--- config.mk ---
export PLATFORM = sky130hd
export DESIGN_NAME = bus_master_ctrl
export DESIGN_NICKNAME = d
export VERILOG_FILES = /design/src/core/bus_master_pkg.sv /design/src/core/setup_timer_if.sv /design/src/core/setup_timer.sv /design/src/core/bus_master_ctrl.sv
export SDC_FILE = /design/constraint.sdc
export NUM_CORES = 1
export LEC_CHECK = 0
export BUFFER_PORTS_ARGS = -buffer_cell sky130_fd_sc_hd__buf_2
export CORE_AREA = 2 2 142 75
export DETAILED_ROUTE_END_ITERATION = 12
export DIE_AREA = 0 0 144 77
export PLACE_DENSITY_LB_ADDON = 0.1
export SYNTH_ARGS = -nofsm -noshare
export SYNTH_HDL_FRONTEND = slang
export SYNTH_HIERARCHICAL = 1
export SYNTH_SLANG_ARGS = --single-unit
--- constraint.sdc ---
create_clock -name clk -period 2.8 [get_ports clk]
set_input_delay 0.14 -clock clk [delete_from_list [all_inputs] [get_ports clk]]
set_output_delay 0.14 -clock clk [all_outputs]
set_load 0.03 [all_outputs]
--- src/core/bus_master_pkg.sv ---
// Shared constants for the bus master controller.
package bus_master_pkg;

  // ----------------------------------------------------------------
  // Mode codes on the two control lines
  // ----------------------------------------------------------------
  localparam logic [1:0] MODE_READ       = 2'h0;
  localparam logic [1:0] MODE_READ_PAUSE = 2'h1;
  localparam logic [1:0] MODE_WRITE      = 2'h2;
  localparam logic [1:0] MODE_WRITE_BYTE = 2'h3;
  localparam int         MODE_WRITE_BIT  = 1;

  // ----------------------------------------------------------------
  // Widths and reset values
  // ----------------------------------------------------------------
  localparam int          ADDR_W      = 18;
  localparam int          DATA_W      = 16;
  localparam int          TIMER_W     = 4;
  localparam logic [17:0] ADDR_RESET  = 18'h00000;
  localparam logic [15:0] DATA_RESET  = 16'h0000;
  localparam logic [1:0]  MODE_RESET  = 2'h0;

  // ----------------------------------------------------------------
  // Timing: address and control setup before the master sync
  // ----------------------------------------------------------------
  localparam int CLK_PERIOD_NS = 40;
  localparam int SETUP_NS      = 75;
  localparam int SETUP_CYCLES  = (SETUP_NS + CLK_PERIOD_NS - 1) / CLK_PERIOD_NS;
  localparam logic [3:0] SETUP_LOAD = 4'(SETUP_CYCLES);

endpackage

--- src/core/setup_timer_if.sv ---
// Handshake between the controller and its setup timer.
`timescale 1ns/10ps
interface setup_timer_if;
  logic start;
  logic busy;
  modport ctrl  (output start, input busy);
  modport timer (input start, output busy);
endinterface

--- src/core/setup_timer.sv ---
// Counts the address and control setup time before the master sync.
`timescale 1ns/10ps
module setup_timer
  import bus_master_pkg::*;
(
  input wire logic         clk,
  input wire logic         reset_n,
  setup_timer_if.timer     tmr
);

  typedef struct packed {
    logic [TIMER_W-1:0] count;
  } timer_state_t;

  timer_state_t st_reg;
  timer_state_t st_next;

  always_comb begin
    st_next = st_reg;
    if (tmr.start) begin
      st_next.count = SETUP_LOAD;
    end else if (st_reg.count != 4'h0) begin
      st_next.count = st_reg.count - 4'h1;
    end
  end

  always_ff @(posedge clk or negedge reset_n) begin
    if (!reset_n) begin
      st_reg <= '0;
    end else begin
      st_reg <= st_next;
    end
  end

  assign tmr.busy = tmr.start || (st_reg.count != 4'h0);

endmodule

--- src/core/bus_master_ctrl.sv ---
// Bus master that runs sync-handshake cycles against a core memory bank.
//
// Overview of operation
// - After read-pause, next access writes same word.
// - Address and control stable 75 ns before sync.
// - Master sync only after slave sync released.
// - Master releases sync on slave sync.
`timescale 1ns/10ps
module bus_master_ctrl
  import bus_master_pkg::*;
(
  input  wire logic              clk,
  input  wire logic              reset_n,
  input  wire logic              req_valid,
  output      logic              req_ready,
  input  wire logic [1:0]        req_mode,
  input  wire logic [ADDR_W-1:0] req_addr,
  input  wire logic [DATA_W-1:0] req_wdata,
  output      logic              req_done,
  output      logic              req_refused,
  output      logic [DATA_W-1:0] rsp_rdata,
  output      logic              pause_pending,
  output      logic [ADDR_W-1:0] bus_addr,
  output      logic [1:0]        bus_mode,
  output      logic [DATA_W-1:0] bus_data_out,
  output      logic              bus_data_oe,
  input  wire logic [DATA_W-1:0] bus_data_in,
  output      logic              bus_msyn,
  input  wire logic              bus_ssyn
);

  // ----------------------------------------------------------------
  // State
  // ----------------------------------------------------------------
  typedef enum logic [3:0] {
    ST_IDLE      = 4'h1,
    ST_SETUP     = 4'h2,
    ST_WAIT_SSYN = 4'h4,
    ST_WAIT_FREE = 4'h8
  } phase_t;

  typedef struct packed {
    phase_t              phase;
    logic [ADDR_W-1:0]   addr;
    logic [1:0]          mode;
    logic [DATA_W-1:0]   wdata;
    logic                data_oe;
    logic                msyn;
    logic [DATA_W-1:0]   rdata;
    logic                pause;
    logic [ADDR_W-1:0]   pause_addr;
    logic                done;
    logic                refused;
  } ctrl_state_t;

  ctrl_state_t st_reg;
  ctrl_state_t st_next;

  logic        take_req;
  logic        pair_ok;
  logic        setup_over;
  logic        bus_released;
  logic        slave_answered;
  logic        read_cycle;

  // ----------------------------------------------------------------
  // Setup timer
  // ----------------------------------------------------------------
  setup_timer_if tmr_if ();

  setup_timer u_setup_timer (
    .clk     (clk),
    .reset_n (reset_n),
    .tmr     (tmr_if.timer)
  );

  // ----------------------------------------------------------------
  // Helpers
  // ----------------------------------------------------------------
  function automatic logic is_write(input logic [1:0] mode);
    is_write = mode[MODE_WRITE_BIT];
  endfunction

  function automatic logic same_word(input logic [ADDR_W-1:0] a,
                                     input logic [ADDR_W-1:0] b);
    same_word = (a[ADDR_W-1:1] == b[ADDR_W-1:1]);
  endfunction

  // A pending read-pause leaves the location cleared, so only a write
  // to that same word may follow; anything else would destroy data.
  function automatic logic pause_allows(input logic              pending,
                                        input logic [ADDR_W-1:0] paddr,
                                        input logic [1:0]        mode,
                                        input logic [ADDR_W-1:0] addr);
    pause_allows = !pending ||
                   (is_write(mode) && same_word(paddr, addr));
  endfunction

  // ----------------------------------------------------------------
  // Cycle conditions
  // ----------------------------------------------------------------
  // A refused request changes nothing, so a read-pause keeps its claim
  // on the bank until the paired write arrives.
  assign take_req       = req_valid && (st_reg.phase == ST_IDLE);
  assign pair_ok        = pause_allows(st_reg.pause, st_reg.pause_addr, req_mode, req_addr);
  assign setup_over     = !tmr_if.busy;
  assign bus_released   = !bus_ssyn;
  assign slave_answered = bus_ssyn;
  assign read_cycle     = !is_write(st_reg.mode);

  // ----------------------------------------------------------------
  // Sequencing
  // ----------------------------------------------------------------
  always_comb begin
    st_next         = st_reg;
    st_next.done    = 1'b0;
    st_next.refused = 1'b0;
    tmr_if.start    = 1'b0;
    case (st_reg.phase)
      ST_IDLE: begin
        if (take_req) begin
          if (pair_ok) begin
            st_next.addr    = req_addr;
            st_next.mode    = req_mode;
            st_next.wdata   = req_wdata;
            st_next.data_oe = is_write(req_mode);
            st_next.phase   = ST_SETUP;
            tmr_if.start    = 1'b1;
          end else begin
            st_next.refused = 1'b1;
          end
        end
      end

      ST_SETUP: begin
        // Waiting on a slave that still answers keeps two sync
        // handshakes from overlapping on the shared lines.
        if (setup_over && bus_released) begin
          st_next.msyn  = 1'b1;
          st_next.phase = ST_WAIT_SSYN;
        end
      end

      ST_WAIT_SSYN: begin
        if (slave_answered) begin
          st_next.msyn = 1'b0;
          if (read_cycle) begin
            st_next.rdata = bus_data_in;
          end
          st_next.pause      = (st_reg.mode == MODE_READ_PAUSE);
          st_next.pause_addr = st_reg.addr;
          st_next.phase      = ST_WAIT_FREE;
        end
      end

      ST_WAIT_FREE: begin
        // Write data is held until the slave lets go, so it never sees
        // the lines change under a cycle it is still finishing.
        if (bus_released) begin
          st_next.data_oe = 1'b0;
          st_next.done    = 1'b1;
          st_next.phase   = ST_IDLE;
        end
      end

      default: begin
        st_next.phase = ST_IDLE;
      end
    endcase
  end

  always_ff @(posedge clk or negedge reset_n) begin
    if (!reset_n) begin
      st_reg.phase      <= ST_IDLE;
      st_reg.addr       <= ADDR_RESET;
      st_reg.mode       <= MODE_RESET;
      st_reg.wdata      <= DATA_RESET;
      st_reg.data_oe    <= 1'b0;
      st_reg.msyn       <= 1'b0;
      st_reg.rdata      <= DATA_RESET;
      st_reg.pause      <= 1'b0;
      st_reg.pause_addr <= ADDR_RESET;
      st_reg.done       <= 1'b0;
      st_reg.refused    <= 1'b0;
    end else begin
      st_reg <= st_next;
    end
  end

  // ----------------------------------------------------------------
  // Outputs
  // ----------------------------------------------------------------
  assign req_ready     = (st_reg.phase == ST_IDLE);
  assign req_done      = st_reg.done;
  assign req_refused   = st_reg.refused;
  assign rsp_rdata     = st_reg.rdata;
  assign pause_pending = st_reg.pause;
  assign bus_addr      = st_reg.addr;
  assign bus_mode      = st_reg.mode;
  assign bus_data_out  = st_reg.wdata;
  assign bus_data_oe   = st_reg.data_oe;
  assign bus_msyn      = st_reg.msyn;

endmodule

---- Yosys cells after proc, flatten, opt, wreduce, memory -nomap -nowiden ----
Index checks and enable logic that the tools add are counted.
cells by class
  add/sub/neg operators ................... 1
  equality and inequality tests ........... 11
  mux-type cells .......................... 22
  bitwise logic cells ..................... 1
  reduce and logical (&&, ||, !) cells .... 18
operators by type and width
  cell                                                  count
  two-way mux 41 bit                                    2
  two-way mux 36 bit                                    1
  two-way mux 4 bit                                     5
  equality test 17 bit                                  1
  two-way mux 16 bit                                    1
  one-hot mux 4 bit (4 select lines)                    1
  two-way mux 1 bit                                     10
  AND reduction 3 bit                                   3
  != test 2 bit (second input constant)                 3
  nonzero test 2 bit                                    3
  AND reduction 5 bit                                   1
  equality test 4 x 1 -> 1 bit (second input constant)  1
  equality test 4 x 2 -> 1 bit (second input constant)  1
  equality test 4 x 3 -> 1 bit (second input constant)  1
  equality test 4 bit (second input constant)           1
  != test 2 x 1 -> 1 bit (second input constant)        2
  one-hot mux 1 bit (2 select lines)                    2
  AND reduction 4 bit                                   1
  nonzero test 4 bit                                    1
  subtractor 4 x 1 -> 4 bit (second input constant)     1
  logical AND 1 bit                                     3
  zero test 1 bit                                       3
  equality test 2 x 1 -> 1 bit (second input constant)  1
  logical OR 1 bit                                      2
  other kinds (2)                                       2
storage, ports and cells
  register bits after elaboration ......... 83
  input port bits ......................... 56
  output and inout bits ................... 58
  word-level logic and storage cells ...... 65

---- Logic depth before layout (Yosys ltp) ----
  depth in word-level cells ............... 11
  depth in mapped cells ................... 10
  mapped depth without buffers ............ 9

---- Cells and area by module ----
The synthesis kept the hierarchy.
by module, submodules not included
  module           times used  cells each  area an instance (um^2)  seq. area each (um^2)
  bus_master_ctrl  1           490         5057.4                   1953.1
  setup_timer      1           22          236.5                    100.1

---- Worst setup path after synthesis ----
No wires, ideal clock.
  path kind ............................... register to register
  start ................................... reg st_reg[75] in the netlist's numbering
  end ..................................... reg st_reg, in the netlist bus_msyn
  setup time .............................. 0.124 ns
  arrival ................................. 2.020 ns
  required time ........................... 2.676 ns
  slack ................................... 0.656 ns
  cell stages (with the launch flop) ...... 11
  buffers on the path ..................... 3
  period minus slack after synthesis ...... 2.144 ns
  cell sequence ........................... dfstp_2 -> buf_2 -> nor4b_4 -> nand2_1 -> buf_4 -> buf_6 -> nor2_1 -> nand2b_1 -> nor4b_1 -> o21ai_0 -> nand2_1
between the ends
  word-level cells in the longest chain between the ends .. 9
  elaborated cells between the ends (all ways) .. 14
  those cells by class .................... 5 x eq/ne; 3 x mux; 6 x reduce/logical
RTL lines
  element                          line                                            RTL
  start: declaration               bus_master_ctrl.sv:56                           ctrl_state_t st_reg;
  start signal: assignment         bus_master_ctrl.sv:186                          st_reg <= st_next;
  equality test 4 x 1 -> 1 bit *   bus_master_ctrl.sv:104, bus_master_ctrl.sv:119
  logical AND 1 bit                bus_master_ctrl.sv:104                          assign take_req = req_valid && (st_reg.phase == ST_IDLE);
  two-way mux 1 bit                bus_master_ctrl.sv:121                          if (take_req) begin
  two-way mux 1 bit *              bus_master_ctrl.sv:119                          case (st_reg.phase)
  logical OR 1 bit *               setup_timer.sv:35                               assign tmr.busy = tmr.start || (st_reg.count != 4'h0);
  net tmr_if.busy                  setup_timer_if.sv:5                             logic busy;
  zero test 1 bit *                bus_master_ctrl.sv:106                          assign setup_over = !tmr_if.busy;
  logical AND 1 bit *              bus_master_ctrl.sv:138                          if (setup_over && bus_released) begin
  != test 2 bit (no line) *        --
  AND reduction 3 bit (no line) *  --
The timed path passes the listed nets; every way through them passes the cells marked *.
A chain may end at the register's enable or synchronous reset.

---- Worst setup path in the final report ----
  start ................................... reg st_reg[16] in the netlist's numbering
  end ..................................... reg st_reg, in the netlist bus_msyn
between the ends
  word-level cells in the longest chain between the ends .. 11
RTL lines
  element                        line                    RTL
  equality test 17 bit           bus_master_ctrl.sv:86   same_word = (a[ADDR_W-1:1] == b[ADDR_W-1:1]);
  logical AND 1 bit              bus_master_ctrl.sv:96   (is_write(mode) && same_word(paddr, addr));
  logical OR 1 bit               bus_master_ctrl.sv:95   pause_allows = !pending ||
  two-way mux 1 bit              bus_master_ctrl.sv:122  if (pair_ok) begin
  two-way mux 1 bit              bus_master_ctrl.sv:121
  two-way mux 1 bit              bus_master_ctrl.sv:119
  logical OR 1 bit               setup_timer.sv:35
  net tmr_if.busy                setup_timer_if.sv:5
  zero test 1 bit                bus_master_ctrl.sv:106
  logical AND 1 bit              bus_master_ctrl.sv:138
  != test 2 bit (no line)        --
  AND reduction 3 bit (no line)  --
The timed path passes the listed nets, and every way through them passes these cells.

==> summary.md <==
| Metric | Value |
|---|---|
| Worst-skew pair later-pin latency | `0.34 ns` |
| Cts bufs inserted | `9` |
| Max_slew headroom | `29.8%` |
| Critical Path AT | `2.63 ns` |
| Max VDD drop | `0.279 mV` |
| CP Max Fanout | `8` |
| Via count of the first global-routing pass | `3872` |
| Diodes inserted | `0` |
| Drt wl/cell | `17.9 µm` |
| DP Area | `5510 µm²` |
| Final worst clock skew | `0.00721 ns` |
| Routability cong. | `0.774` |
| Final Net Count | `606` |
| Maximum buffer depth of the clock tree | `2` |
| Crit-path cells | `xor2_1 > nor4_1 > nand3_2 > o21a_1 > nor2_1 > nand2b_1 > nor4b_1 > o21ai_0 > nand2_1` |
| Hold_sp | `bus_data_in[15]` |
| CP Capture Type | `flip-flop` |
| Vias per cell | `5.83` |
| Commonest non-fill, non-tap cell in the layout | `buf_2` |
| Final hold slack | `0.0311 ns` |
| # port buffers | `113` |
| Top FF cell, synth | `dfrtp_1` |
| Least-Margin Pin Slew | `1.05 ns` |
| Crit path depth | `9` |
| Reg2reg start | `st_reg[16]$_DFFE_PN0P_` |
| Clk root buf | `clkbuf_16` |
| Worst setup startpoint | `st_reg[16]$_DFFE_PN0P_` |
| RSZ-0062 raised after global routing | `false` |
| TritonCTS clock tree | `done` |
| Status | `finished, final reports clean` |
| Fill count | `857` |
| Total core area | `9860 µm²` |
| Avg Cell Area, Syn | `10.3 µm²` |
| Crit-path max cell delay | `0.50 ns` |
| R2r worst-path depth | `9` |
| H-tree Lvls | `3` |
| Fmax | `414 MHz` |
| Critical Path End | `bus_msyn$_DFFE_PN0P_` |
| Drt first-iter violations | `272` |
| Fin crit share | `86.2%` |
| Crit start category | `flip-flop` |
| Post-DRT Antenna Nets | `0` |
| Design area | `5840 µm²` |
| Synth warnings | `6` |
| Post-synth EDFFs | `0` |
| Synthesized instance count | `512` |
| Post-layout util | `59.3%` |
| Flop2flop setup slack | `0.39 ns` |
| Pwr/cell area | `483 nW/µm²` |
| Setup_tns | `0 ns` |
| Dpl hpwl | `8130 µm` |
| Die Span Y | `77 µm` |
| Worst path top cell family by delay | `simple AND/OR/NAND/NOR gates` |
| Fraction of layout cells with a size suffix above 1 | `39.4%` |
| Total power | `2820 µW` |
| GRT Overall Usage | `23.3%` |
| Sequential-to-total area share from yosys stat | `38.8%` |
| Fin. max-slew vios | `0` |
| Reg-to-reg endpoint | `bus_msyn$_DFFE_PN0P_` |
| Leak | `0.00248 µW` |
| First-pass GRT wire length | `20400 µm` |
| Max reg flops | `21` |
| FFs w/ async S/R, synth | `100%` |
| Setup-failing EPs final | `0` |
| Chip width | `144 µm` |
| Reported max-cap violation count | `0` |
| Final wirelength | `12500 µm` |
| Required time of the critical path | `3.02 ns` |
| P&R area growth vs syn | `10.4%` |
| Clk pin slew, worst setup/hold paths | `0.06 ns` |
| Via Count | `4044` |
| TritonRoute pass-1 iters | `5` |
| Yosys reg bits | `82` |
| Initial antenna violation count | `2` |
| Syn Std Cell Area | `5290 µm²` |
| Crit path kind | `reg2reg` |
| Initial Util | `53.7%` |
| Fin crit period | `2.41 ns` |
| Critical path buffers and inverters | `0` |
| Hold Vio Cnt, Final | `0` |
| CTS Sinks | `82` |
| DRC viols | `0` |
| I/O Pins | `114` |
| Largest net degree at the start of global routing | `76` |
| Commonest cells after routing, fill and taps aside | `112 x buf_2, 80 x dfrtp_1, 41 x nand2_1` |
| Die area | `11100 µm²` |
| Overflow after GRT | `0` |
| Post-cts resize count | `0` |
| Post-synth cell types | `39` |
| Worst path slowest cell | `nor4_1` |
| Syn nets | `569` |
| HP Class | `in2reg` |
| Num rows | `26` |
-- what timing repair did --
item	CTS	global route
hold endpoints to repair	59	0
buffers inserted	0	0
hold buffers	1	0
-- worst min path at each step --
stage                     slack, ns                         to  depth (start not counted)
after global routing           0.02   rsp_rdata[1]$_DFFE_PN0P_                          2
after detailed placement       0.27    bus_addr[0]$_DFFE_PN0P_                          1
after floorplan               -0.16    bus_addr[0]$_DFFE_PN0P_                          0
final                          0.03  rsp_rdata[15]$_DFFE_PN0P_                          2
after CTS                      0.02  rsp_rdata[15]$_DFFE_PN0P_                          2
after global placement         0.28    bus_addr[0]$_DFFE_PN0P_                          1
-- power by group --
| part | switching, µW | leakage [µW] | total (µW) | internal [µW] |
|---|---|---|---|---|
| Combinational | 167 | 0.00139 | 314 | 147 |
| Sequential | 34.8 | 0.000934 | 1250 | 1220 |
| Clock | 470 | 0.000154 | 1260 | 788 |
-- cells by family (layout without fill, tap and decap cells) --
group                      count (synthesis)  count (layout)  share of synthesized area (%)
muxes                                     39              39                           8.27
adders and majority gates                  1               1                          0.236
buffers and inverters                    103             145                           12.2
and+or+nand+nor                          187             187                           20.4
xor gates and xnor gates                  17              17                           2.81
DFF                                       82              82                           38.8
AOI/OAI and AO/OA                         83              83                           17.3
-- cell usage after synthesis (9+ instances only) --
master,n,area share (%)
a221oi_2,35,9.9
and2_1,36,4.3
buf_2,15,1.4
buf_4,56,7.9
clkbuf_1,23,1.6
dfrtp_1,81,38
mux2_2,34,7.2
nand2_1,42,3.0
nand3_1,36,3.4
nor2_1,9,0.64
nor3b_1,35,5.0
o311ai_1,35,5.8
xor2_1,12,2.0
-- per-stage QoR --
step                setup WS [ns]  instances
CTS                         0.422        694
global placement            0.460        677
global route                0.209        694
floorplan                   0.656        512
detailed placement          0.449        677
finish                      0.387        694
-- layout make-up --
cell class	count	area, µm²	share of cell area (%)
Multi-Input combinational cell	327	2620	44.8
Sequential cell	82	2050	35.2
Timing Repair Buffer	124	653	11.2
Clock buffer	13	280	4.80
Tap cell	140	175	3.00
Clock inverter	3	45.0	0.771
Inverter	5	18.8	0.321
-- layer usage --
metal,up-vias,wire (µm),track usage (%)
met5,-,13,0
met3,10,854,6.18
li1,1916,-,-
met4,2,74,4.12
met2,124,5540,34.8
met1,1992,5970,34.4
(Power assumes the default switching activity.)
